## config.mk

```make
export PLATFORM = sky130hd
export DESIGN_NAME = adcc_ctrl
export DESIGN_NICKNAME = d
export VERILOG_FILES = /design/src/design/adcc_pkg.sv /design/src/design/adcc_clkdiv.sv /design/src/design/adcc_ctrl.sv /design/src/design/adcc_pinmux.sv
export VERILOG_INCLUDE_DIRS = /design/src /design/src/design
export SDC_FILE = /design/constraint.sdc
export NUM_CORES = 1
export LEC_CHECK = 0
export ABC_AREA = 1
export BUFFER_PORTS_ARGS = -buffer_cell sky130_fd_sc_hd__buf_2
export CORE_UTILIZATION = 57
export DETAILED_ROUTE_END_ITERATION = 10
export PLACE_DENSITY = 0.86
export SLEW_MARGIN = 20
export SYNTH_ARGS = -nofsm -noshare
export SYNTH_HDL_FRONTEND = slang
export SYNTH_SLANG_ARGS = --single-unit
```

## constraint.sdc

```tcl
create_clock -name pclk -period 4.7 [get_ports pclk]
set_input_delay 0.705 -clock pclk [delete_from_list [all_inputs] [get_ports pclk]]
set_output_delay 0.705 -clock pclk [all_outputs]
set_load 0.03 [all_outputs]
```

## src/design/adcc_regs.svh

```systemverilog
`ifndef ADCC_REGS_SVH
`define ADCC_REGS_SVH

// ****************************************************
// Register byte offsets.
// ****************************************************
`define ADCC_OFF_CTL0      8'h00
`define ADCC_OFF_CTL1      8'h04
`define ADCC_OFF_CTL2      8'h08
`define ADCC_OFF_BGAP      8'h0c
`define ADCC_OFF_RES_LO    8'h10
`define ADCC_OFF_RES_HI    8'h14

// ****************************************************
// Field positions.
// ****************************************************
`define ADCC_C0_START      7
`define ADCC_C0_BUSY       6
`define ADCC_C0_EN         5
`define ADCC_C0_ALIGN      4
`define ADCC_C1_SRC_LSB    4
`define ADCC_C2_AMP_EN     7
`define ADCC_C2_AMP_IN     4
`define ADCC_C2_REF_LSB    2
`define ADCC_BG_EN         0

// ****************************************************
// Reset values and timing counts.
// ****************************************************
`define ADCC_RST_CTL       8'h00
`define ADCC_SAMPLE_TICKS  4'h4
`define ADCC_CONV_TICKS    4'hc

`endif

```

## src/design/adcc_pkg.sv

```systemverilog
package adcc_pkg;

  // Converter input routing.
  typedef enum logic [2:0] {
    RT_EXT, RT_VDD, RT_VDD_2, RT_VDD_4,
    RT_AMP, RT_AMP_2, RT_AMP_4, RT_GND
  } adcc_route_t;

  // Converter reference routing.
  typedef enum logic [1:0] {
    REF_SUPPLY, REF_PIN, REF_AMP
  } adcc_ref_t;

  // Conversion sequencer.
  typedef enum logic [1:0] {
    ST_IDLE, ST_SAMPLE, ST_CONVERT
  } adcc_state_t;

endpackage : adcc_pkg

```

## src/design/adcc_clkdiv.sv

```systemverilog
`timescale 1ns/10ps
`default_nettype none

module adcc_clkdiv #(
  parameter int DIVW = 7
) (
  // Clock and reset.
  input  wire logic            pclk,
  input  wire logic            presetn,
  // Control.
  input  wire logic [2:0]      div_sel,
  input  wire logic            restart,
  // Converter clock tick.
  output logic                 tick
);

  logic [DIVW-1:0] count_q;
  logic [DIVW-1:0] mask;

  initial begin
    if (DIVW < 7) $error("adcc_clkdiv: DIVW must be at least 7");
  end

  // ****************************************************
  // Divider, one tick per 2**div_sel cycles.
  // ****************************************************
  assign mask = DIVW'((8'h01 << div_sel) - 8'h01);

  always_ff @(posedge pclk or negedge presetn) begin
    if (!presetn) begin
      count_q <= '0;
    end else if (restart) begin
      count_q <= '0;
    end else begin
      count_q <= count_q + 1'b1;
    end
  end

  always_ff @(posedge pclk or negedge presetn) begin
    if (!presetn) begin
      tick <= 1'b0;
    end else begin
      tick <= !restart && ((count_q & mask) == mask);
    end
  end

endmodule : adcc_clkdiv

`default_nettype wire

```

## src/design/adcc_ctrl.sv

```systemverilog
`include "adcc_regs.svh"
`timescale 1ns/10ps
`default_nettype none

module adcc_ctrl #(
  parameter int PINS = 8,
  parameter int RESW = 12
) (
  // Clock and reset.
  input  wire logic                 pclk,
  input  wire logic                 presetn,
  // APB slave.
  input  wire logic                 psel,
  input  wire logic                 penable,
  input  wire logic                 pwrite,
  input  wire logic [7:0]           paddr,
  input  wire logic [31:0]          pwdata,
  output logic [31:0]               prdata,
  output logic                      pready,
  output logic                      pslverr,
  // Analog comparator.
  input  wire logic                 cmp_in,
  // Pin-shared function state.
  input  wire logic [PINS-1:0]      pin_analog_sel,
  input  wire logic [PINS-1:0]      gpio_oe_n,
  input  wire logic [PINS-1:0]      gpio_pull_en,
  output logic [PINS-1:0]           pin_oe_n,
  output logic [PINS-1:0]           pin_pull_en,
  output logic [PINS-1:0]           pin_dig_in_en,
  // Analog front-end controls.
  output logic                      conv_power_en,
  output logic                      sample_en,
  output logic [RESW-1:0]           dac_code,
  output logic [PINS-1:0]           ext_channel_on,
  output adcc_pkg::adcc_route_t     input_route,
  output adcc_pkg::adcc_ref_t       ref_route,
  output logic                      ref_pin_on,
  output logic                      amp_enable,
  output logic [1:0]                amp_gain_sel,
  output logic                      amp_ref_input_pin_on,
  output logic                      bandgap_voltage_on,
  output logic                      bandgap_enable,
  // Completion request.
  output logic                      conv_done
);
  import adcc_pkg::*;

  initial begin
    if (RESW != 12) $error("adcc_ctrl: RESW must be 12");
    if (PINS != 8) $error("adcc_ctrl: PINS must be 8");
  end

  // ****************************************************
  // Decoding helpers.
  // ****************************************************
  function automatic adcc_route_t route_of(input logic [3:0] s);
    unique case (s[3:2])
      2'b11:   route_of = RT_EXT;
      2'b10:   route_of = RT_GND;
      2'b01:   route_of = (s[1:0] == 2'b00) ? RT_EXT : adcc_route_t'({1'b1, s[1:0] - 2'b01});
      default: route_of = adcc_route_t'({1'b0, s[1:0]});
    endcase
  endfunction : route_of

  function automatic adcc_ref_t ref_of(input logic [1:0] s);
    ref_of = s[1] ? REF_AMP : (s[0] ? REF_PIN : REF_SUPPLY);
  endfunction : ref_of

  // ****************************************************
  // Register state.
  // ****************************************************
  logic              start_q;
  logic              armed_q;
  logic              conv_busy_q;
  logic              conv_enable_q;
  logic              result_align_sel_q;
  logic [3:0]        ext_channel_sel_q;
  logic [3:0]        input_source_sel_q;
  logic [2:0]        conv_clock_div_sel_q;
  logic              amp_enable_q;
  logic              amp_input_sel_q;
  logic [1:0]        reference_sel_q;
  logic [1:0]        amp_gain_sel_q;
  logic              bandgap_enable_q;
  logic [RESW-1:0]   result_q;
  logic [RESW-1:0]   sar_q;
  adcc_state_t       state_q;
  logic [3:0]        cnt_q;
  logic              cmp_meta_q;
  logic              cmp_sync_q;
  logic              tick;
  logic              wr;
  logic              go;
  logic              last_tick;
  logic [RESW-1:0]   trial;
  logic [7:0]        ctl0_rd;
  logic [7:0]        res_lo_rd;
  logic [7:0]        res_hi_rd;
  adcc_route_t       route;

  assign wr = psel && penable && pready && pwrite;
  assign route = route_of(input_source_sel_q);

  // ****************************************************
  // APB access timing: one wait-free access phase.
  // ****************************************************
  always_ff @(posedge pclk or negedge presetn) begin
    if (!presetn) begin
      pready <= 1'b0;
    end else begin
      pready <= psel && !penable;
    end
  end

  always_ff @(posedge pclk or negedge presetn) begin
    if (!presetn) begin
      pslverr <= 1'b0;
    end else if (psel && !penable) begin
      pslverr <= !(paddr inside {`ADCC_OFF_CTL0, `ADCC_OFF_CTL1, `ADCC_OFF_CTL2,
                                 `ADCC_OFF_BGAP, `ADCC_OFF_RES_LO, `ADCC_OFF_RES_HI});
    end else begin
      pslverr <= 1'b0;
    end
  end

  // ****************************************************
  // Read path.
  // ****************************************************
  assign ctl0_rd = {start_q, conv_busy_q, conv_enable_q, result_align_sel_q, ext_channel_sel_q};
  assign res_hi_rd = result_align_sel_q ? {4'h0, result_q[11:8]} : result_q[11:4];
  assign res_lo_rd = result_align_sel_q ? result_q[7:0] : {result_q[3:0], 4'h0};

  always_ff @(posedge pclk or negedge presetn) begin
    if (!presetn) begin
      prdata <= 32'h0000_0000;
    end else if (psel && !penable && !pwrite) begin
      unique case (paddr)
        `ADCC_OFF_CTL0:   prdata <= {24'h00_0000, ctl0_rd};
        `ADCC_OFF_CTL1:   prdata <= {24'h00_0000, input_source_sel_q, 1'b0, conv_clock_div_sel_q};
        `ADCC_OFF_CTL2:   prdata <= {24'h00_0000, amp_enable_q, 2'b00, amp_input_sel_q,
                                     reference_sel_q, amp_gain_sel_q};
        `ADCC_OFF_BGAP:   prdata <= {31'h0000_0000, bandgap_enable_q};
        `ADCC_OFF_RES_LO: prdata <= {24'h00_0000, res_lo_rd};
        `ADCC_OFF_RES_HI: prdata <= {24'h00_0000, res_hi_rd};
        default:          prdata <= 32'h0000_0000;
      endcase
    end else begin
      prdata <= 32'h0000_0000;
    end
  end

  // ****************************************************
  // Software-written control fields.
  // ****************************************************
  always_ff @(posedge pclk or negedge presetn) begin
    if (!presetn) begin
      {start_q, conv_enable_q, result_align_sel_q, ext_channel_sel_q} <= 7'h00;
    end else if (wr && paddr == `ADCC_OFF_CTL0) begin
      start_q            <= pwdata[`ADCC_C0_START];
      conv_enable_q      <= pwdata[`ADCC_C0_EN];
      result_align_sel_q <= pwdata[`ADCC_C0_ALIGN];
      ext_channel_sel_q  <= pwdata[3:0];
    end
  end

  always_ff @(posedge pclk or negedge presetn) begin
    if (!presetn) begin
      {input_source_sel_q, conv_clock_div_sel_q} <= 7'h00;
    end else if (wr && paddr == `ADCC_OFF_CTL1) begin
      input_source_sel_q   <= pwdata[`ADCC_C1_SRC_LSB +: 4];
      conv_clock_div_sel_q <= pwdata[2:0];
    end
  end

  always_ff @(posedge pclk or negedge presetn) begin
    if (!presetn) begin
      {amp_enable_q, amp_input_sel_q, reference_sel_q, amp_gain_sel_q} <= 6'h00;
    end else if (wr && paddr == `ADCC_OFF_CTL2) begin
      amp_enable_q    <= pwdata[`ADCC_C2_AMP_EN];
      amp_input_sel_q <= pwdata[`ADCC_C2_AMP_IN];
      reference_sel_q <= pwdata[`ADCC_C2_REF_LSB +: 2];
      amp_gain_sel_q  <= pwdata[1:0];
    end
  end

  always_ff @(posedge pclk or negedge presetn) begin
    if (!presetn) begin
      bandgap_enable_q <= 1'b0;
    end else if (wr && paddr == `ADCC_OFF_BGAP) begin
      bandgap_enable_q <= pwdata[`ADCC_BG_EN];
    end
  end

  // ****************************************************
  // Start sequence detection.
  // ****************************************************
  // A rising write arms; the following falling write fires.
  // The enable must already stand, or busy would be set with no running sequencer to clear it.
  assign go = wr && paddr == `ADCC_OFF_CTL0 && armed_q && !pwdata[`ADCC_C0_START]
              && pwdata[`ADCC_C0_EN] && conv_enable_q && state_q == ST_IDLE;

  always_ff @(posedge pclk or negedge presetn) begin
    if (!presetn) begin
      armed_q <= 1'b0;
    end else if (wr && paddr == `ADCC_OFF_CTL0) begin
      armed_q <= !start_q && pwdata[`ADCC_C0_START] || armed_q && pwdata[`ADCC_C0_START];
    end
  end

  // ****************************************************
  // Converter clock and comparator synchroniser.
  // ****************************************************
  adcc_clkdiv #(
    .DIVW (7)
  ) u_clkdiv (
    .pclk    (pclk),
    .presetn (presetn),
    .div_sel (conv_clock_div_sel_q),
    .restart (go),
    .tick    (tick)
  );

  always_ff @(posedge pclk or negedge presetn) begin
    if (!presetn) begin
      cmp_meta_q <= 1'b0;
      cmp_sync_q <= 1'b0;
    end else begin
      cmp_meta_q <= cmp_in;
      cmp_sync_q <= cmp_meta_q;
    end
  end

  // ****************************************************
  // Conversion sequencer.
  // ****************************************************
  assign last_tick = tick && cnt_q == 4'h1;
  assign trial = sar_q | (RESW'(1) << cnt_q[3:0] - 4'h1);

  always_ff @(posedge pclk or negedge presetn) begin
    if (!presetn) begin
      state_q <= ST_IDLE;
      cnt_q   <= 4'h0;
    end else if (!conv_enable_q) begin
      state_q <= ST_IDLE;
      cnt_q   <= 4'h0;
    end else begin
      unique case (state_q)
        ST_IDLE: begin
          if (go) begin
            state_q <= ST_SAMPLE;
            cnt_q   <= `ADCC_SAMPLE_TICKS;
          end
        end
        ST_SAMPLE: begin
          if (last_tick) begin
            state_q <= ST_CONVERT;
            cnt_q   <= `ADCC_CONV_TICKS;
          end else if (tick) begin
            cnt_q <= cnt_q - 4'h1;
          end
        end
        ST_CONVERT: begin
          if (last_tick) begin
            state_q <= ST_IDLE;
            cnt_q   <= 4'h0;
          end else if (tick) begin
            cnt_q <= cnt_q - 4'h1;
          end
        end
      endcase
    end
  end

  // Bit cnt-1 is tried during each conversion period and kept on a high comparator.
  always_ff @(posedge pclk or negedge presetn) begin
    if (!presetn) begin
      sar_q <= '0;
    end else if (go) begin
      sar_q <= '0;
    end else if (state_q == ST_CONVERT && tick) begin
      sar_q <= cmp_sync_q ? trial : sar_q;
    end
  end

  // Busy is hardware owned; writes to its position never reach it.
  always_ff @(posedge pclk or negedge presetn) begin
    if (!presetn) begin
      conv_busy_q <= 1'b0;
    end else if (go) begin
      conv_busy_q <= 1'b1;
    end else if (!conv_enable_q || state_q == ST_CONVERT && last_tick) begin
      conv_busy_q <= 1'b0;
    end
  end

  // Results move only on a finished conversion, so disabling leaves them intact.
  always_ff @(posedge pclk or negedge presetn) begin
    if (!presetn) begin
      result_q <= '0;
    end else if (conv_enable_q && state_q == ST_CONVERT && last_tick) begin
      result_q <= cmp_sync_q ? trial : sar_q;
    end
  end

  always_ff @(posedge pclk or negedge presetn) begin
    if (!presetn) begin
      conv_done <= 1'b0;
    end else begin
      conv_done <= conv_enable_q && state_q == ST_CONVERT && last_tick;
    end
  end

  // ****************************************************
  // Analog routing outputs.
  // ****************************************************
  always_ff @(posedge pclk or negedge presetn) begin
    if (!presetn) begin
      conv_power_en  <= 1'b0;
      sample_en      <= 1'b0;
      dac_code       <= '0;
      ext_channel_on <= '0;
      input_route    <= RT_EXT;
    end else begin
      conv_power_en <= conv_enable_q;
      sample_en     <= state_q == ST_SAMPLE;
      dac_code      <= state_q == ST_CONVERT ? trial : '0;
      input_route   <= route;
      // The channel switch closes only for an external route and a code below eight.
      ext_channel_on <= (conv_enable_q && route == RT_EXT && !ext_channel_sel_q[3])
                        ? PINS'(8'h01 << ext_channel_sel_q[2:0]) : '0;
    end
  end

  always_ff @(posedge pclk or negedge presetn) begin
    if (!presetn) begin
      ref_route            <= REF_SUPPLY;
      ref_pin_on           <= 1'b0;
      amp_enable           <= 1'b0;
      amp_gain_sel         <= 2'b00;
      amp_ref_input_pin_on <= 1'b0;
      bandgap_voltage_on   <= 1'b0;
      bandgap_enable       <= 1'b0;
    end else begin
      ref_route  <= ref_of(reference_sel_q);
      ref_pin_on <= ref_of(reference_sel_q) == REF_PIN;
      // Software keeps the amplifier on while it is used; it is not forced here.
      amp_enable           <= amp_enable_q;
      amp_gain_sel         <= amp_gain_sel_q;
      amp_ref_input_pin_on <= !amp_input_sel_q;
      bandgap_voltage_on   <= amp_input_sel_q;
      bandgap_enable       <= bandgap_enable_q;
    end
  end

  // ****************************************************
  // Pin-shared function override.
  // ****************************************************
  adcc_pinmux #(
    .PINS (PINS)
  ) u_pinmux (
    .pclk           (pclk),
    .presetn        (presetn),
    .pin_analog_sel (pin_analog_sel),
    .gpio_oe_n      (gpio_oe_n),
    .gpio_pull_en   (gpio_pull_en),
    .pin_oe_n       (pin_oe_n),
    .pin_pull_en    (pin_pull_en),
    .pin_dig_in_en  (pin_dig_in_en)
  );

endmodule : adcc_ctrl

`default_nettype wire

```

## src/design/adcc_pinmux.sv

```systemverilog
`timescale 1ns/10ps
`default_nettype none

module adcc_pinmux #(
  parameter int PINS = 8
) (
  // Clock and reset.
  input  wire logic            pclk,
  input  wire logic            presetn,
  // Pin-shared function state.
  input  wire logic [PINS-1:0] pin_analog_sel,
  input  wire logic [PINS-1:0] gpio_oe_n,
  input  wire logic [PINS-1:0] gpio_pull_en,
  // Resolved pin controls.
  output logic [PINS-1:0]      pin_oe_n,
  output logic [PINS-1:0]      pin_pull_en,
  output logic [PINS-1:0]      pin_dig_in_en
);

  initial begin
    if (PINS < 1) $error("adcc_pinmux: PINS must be positive");
  end

  // ****************************************************
  // Analog selection overrides every digital use.
  // ****************************************************
  always_ff @(posedge pclk or negedge presetn) begin
    if (!presetn) begin
      pin_oe_n      <= '1;
      pin_pull_en   <= '0;
      pin_dig_in_en <= '0;
    end else begin
      pin_oe_n      <= gpio_oe_n | pin_analog_sel;
      pin_pull_en   <= gpio_pull_en & ~pin_analog_sel;
      pin_dig_in_en <= ~pin_analog_sel;
    end
  end

endmodule : adcc_pinmux

`default_nettype wire

```

==> flow_summary.ini <==
[synth]
yosys_warnings = 0
synth-edff-count = 0
synth_area_um2 = 6002
yosysSeqAreaShare = 0.5478
ys.flop_type = dfrtp_1
avgSynthCellArea_um2 = 8.699
syn_inst = 690
async_flop_share = 1.000
synth.distinct_cells = 39
ys_seq_elements = 131

[worst_hold_path]
hold_end = cmp_meta_q
hold_path_class = in -> reg
min_from = cmp_in
whs_path_depth = 1

[sta]
layout_min_cycle_time_ps = 1989
slew_viol_final = 0
fmax_mhz = 502.8
slew_headroom = 0.3960
finalHoldViolCount = 0
finalSetupTns_ps = 0
setup_violations = 0
finClkSkew_ps = 10.07
worst_pin_slew_ps = 906.0
period_share = 0.4232
rsz0062_at_grt = false

[global_route]
grt.met3_usage = 0.05240
grt_pass1_wl_mm = 21.94
antenna_found_initial = 1
track_usage = 0.2558
grt_start_max_net_pins = 77
gr-total-overflow = 0
grt_pass1_vias = 4679
grt_busiest_layer = met2
use_met2 = 0.4442
gr-usage-met1 = 0.3132

[route]
antenna_left = 0
via_count = 4893
wl_per_cell_um = 13.54
drc = 0
drt_pass1_iterations = 5
drtIter0Drc = 284
drt-vias-per-instance = 5.092
finalWirelength_mm = 13.01

[clock_network]
clock_latency_ps = 520
ctsResizeCount = 0
cts_inserted_buffers = 17
htree_num_levels = 4
cts_setup_buffers = 0
ctsHoldBuffers = 0
cts_tree = built
cts_sinks = 131
clock_path_buffers = 2
cts.clk_slew.worst_paths_ps = 60
cts-root-buf = clkbuf_8

[floorplanning]
num_rows = 37
die_w_um = 104.6
start_util = 0.5840
dieArea_um2 = 10940
die-height_um = 104.6
ioPinCount = 163
core-area_um2 = 10280

[power_and_ir_drop]
intPower_mw = 2.002
power.switching_mw = 0.6410
p_sw_frac = 0.2425
combPwrFrac = 0.054
p_per_area_nw_per_um2 = 368.0
power.leakage_nw = 3.863
seqPwrFrac = 0.435
clockPowerShare = 0.512
ir_drop_uv = 206.0

[finish]
final_util = 0.6988
drive_gt1_frac = 0.2439
nets = 890
final_area_um2 = 7182
n_fill_cell = 789
area_growth_pct = 19.66

[critical_path]
cp_max_fo = 18
worstSetupPathType = reg -> reg
reg2reg_setup_slack_ps = 2710
start_kind = register
crit_arrival_ps = 2390
worstRegToRegCells = 8
cp_common_cell = inv_1
reg2reg_from = state_q[0]
max_stage_delay_ps = 370
cp_cell_sequence = inv_1 -> ha_1 -> inv_1 -> nor2_1 -> nand2_2 -> inv_2 -> nand3_1 -> o21ai_0
crit_slowest_cell = dfrtp_1
timing.rr.end = result_q[5]
cp.required_ps = 5100
cp-end-kind = register

[status]
outcome = completed

[placed_design]
place.gp.congestion = 0.8700
hpwl_mm = 8.537
portBuffers = 114
place_area_um2 = 6570

[flow_run]
maxCapViolations = 0
-- metrics by stage --
step                      hold WS [ps]  setup WS (ps)  total power [mW]  std cells
after floorplan                  331.2           3016             1.263        713
after global placement           334.4           2568             1.308        928
after detailed placement         334.7           2568             1.311        928
after CTS                        280.1           2747             2.651        960
after global routing             274.0           2559             2.724        961
final                            289.6           2711             2.643        961
-- worst max-delay path: cells and delay by family (launching register included) --
kind | cells | cell delay (ps)
DFF | 1 | 370
buffers and inverters | 3 | 590
adders and majority gates | 1 | 210
AOI/OAI and AO/OA | 1 | 90
and+or+nand+nor | 3 | 600
-- how the worst max path moves through the flow --
| stage | start | endpoint | slack [ps] | cells after the start |
|---|---|---|---|---|
| 5_1_grt | cnt_q[1] | result_q[5] | 2560 | 10 |
| 2_1_floorplan | paddr[7] | state_q[1] | 3020 | 9 |
| 6_report | state_q[0] | result_q[5] | 2710 | 8 |
| 4_1_cts | state_q[0] | result_q[5] | 2750 | 8 |
| 3_5_place_dp | paddr[4] | state_q[1] | 2570 | 9 |
| 3_3_place_gp | paddr[7] | state_q[0] | 2570 | 9 |
-- layout make-up --
class                      instances  area (um2)  share of cell area
antenna                            1       2.502           0.0003484
clock buffer                      17       414.1             0.05767
clock inverter                    15       195.2             0.02718
inverter                         101       379.1             0.05279
multi-input combinational        444        2145              0.2986
sequential                       131        3288              0.4578
tap                              136       170.2             0.02369
timing repair buffer             116       588.1             0.08188
-- layer usage --
metal	routed length, um	part of all wire	up-vias
met3	706	0.054	38
met4	321	0.025	0
met2	6768	0.52	196
li1	-	-	2335
met5	0	0	-
met1	5216	0.40	2324
-- cells by family after synthesis --
kind of cell,after synthesis,share of synthesized area
other,1,0.0006248
XOR/XNOR,5,0.008549
AO/OA/AOI/OAI,83,0.07546
adder cells (fa/ha/maj),9,0.01876
flip-flops,131,0.5478
buffers and inverters,138,0.1092
AND/OR/NAND/NOR,323,0.2395
-- layout by cell type, fill, tap and decap left out, drive strengths merged, types with 3 or more instances in the layout --
cell type  Yosys  layout
bufinv         0       3
nand2        178     178
clkinv         0       4
or2           10      10
nor2          77      77
conb           1      24
a21oi         20      20
nor3           7       7
dfstp          8       8
dfrtp        123     123
clkbuf         4      17
nand4          3       3
inv          101     108
xor2           4       4
buf           33     116
nand3b         5       5
ha             9       9
nand3         41      41
o21ai         60      60
-- flip-flops by register name, indices dropped and copies added (netlist names), 7 cells and up --
name / flops
prdata: 8
u_pinmux.pin_pull_en: 8
u_pinmux.pin_oe_n: 8
ext_channel_on: 8
u_pinmux.pin_dig_in_en: 8
u_clkdiv.count_q: 7
dac_code: 12
result_q: 12
sar_q: 12
-- synthesized netlist by cell type, types with 2 or more instances --
master    number  share of area
a21oi_1       19          0.016
buf_2          2         0.0017
buf_4         26          0.033
buf_6          5         0.0094
clkbuf_1       4         0.0025
dfrtp_1      123           0.51
dfstp_2        8          0.035
ha_1           9          0.019
inv_1         93          0.058
inv_2          8         0.0050
nand2_1      168           0.11
nand2_2        8         0.0083
nand3_1       40          0.033
nand3b_1       5         0.0063
nand4_1        2         0.0021
nor2_1        69          0.043
nor2_2         5         0.0052
nor2_4         2         0.0038
nor3_1         7         0.0058
o21ai_0       43          0.036
o21ai_1       11         0.0092
o21ai_2        6         0.0088
or2_1          2         0.0021
or2_2          8         0.0083
xor2_1         3         0.0044
-- power by group through the flow --
| stage | Combinational, mW | Clock [mW] | Sequential (mW) |
|---|---|---|---|
| 2_1_floorplan | 0.0682 | 0 | 1.19 |
| 3_3_place_gp | 0.140 | 0 | 1.17 |
| 3_5_place_dp | 0.142 | 0 | 1.17 |
| 4_1_cts | 0.143 | 1.36 | 1.15 |
| 5_1_grt | 0.155 | 1.42 | 1.15 |
| 6_report | 0.142 | 1.35 | 1.15 |
No activity file was read; power rests on OpenSTA's default activity.
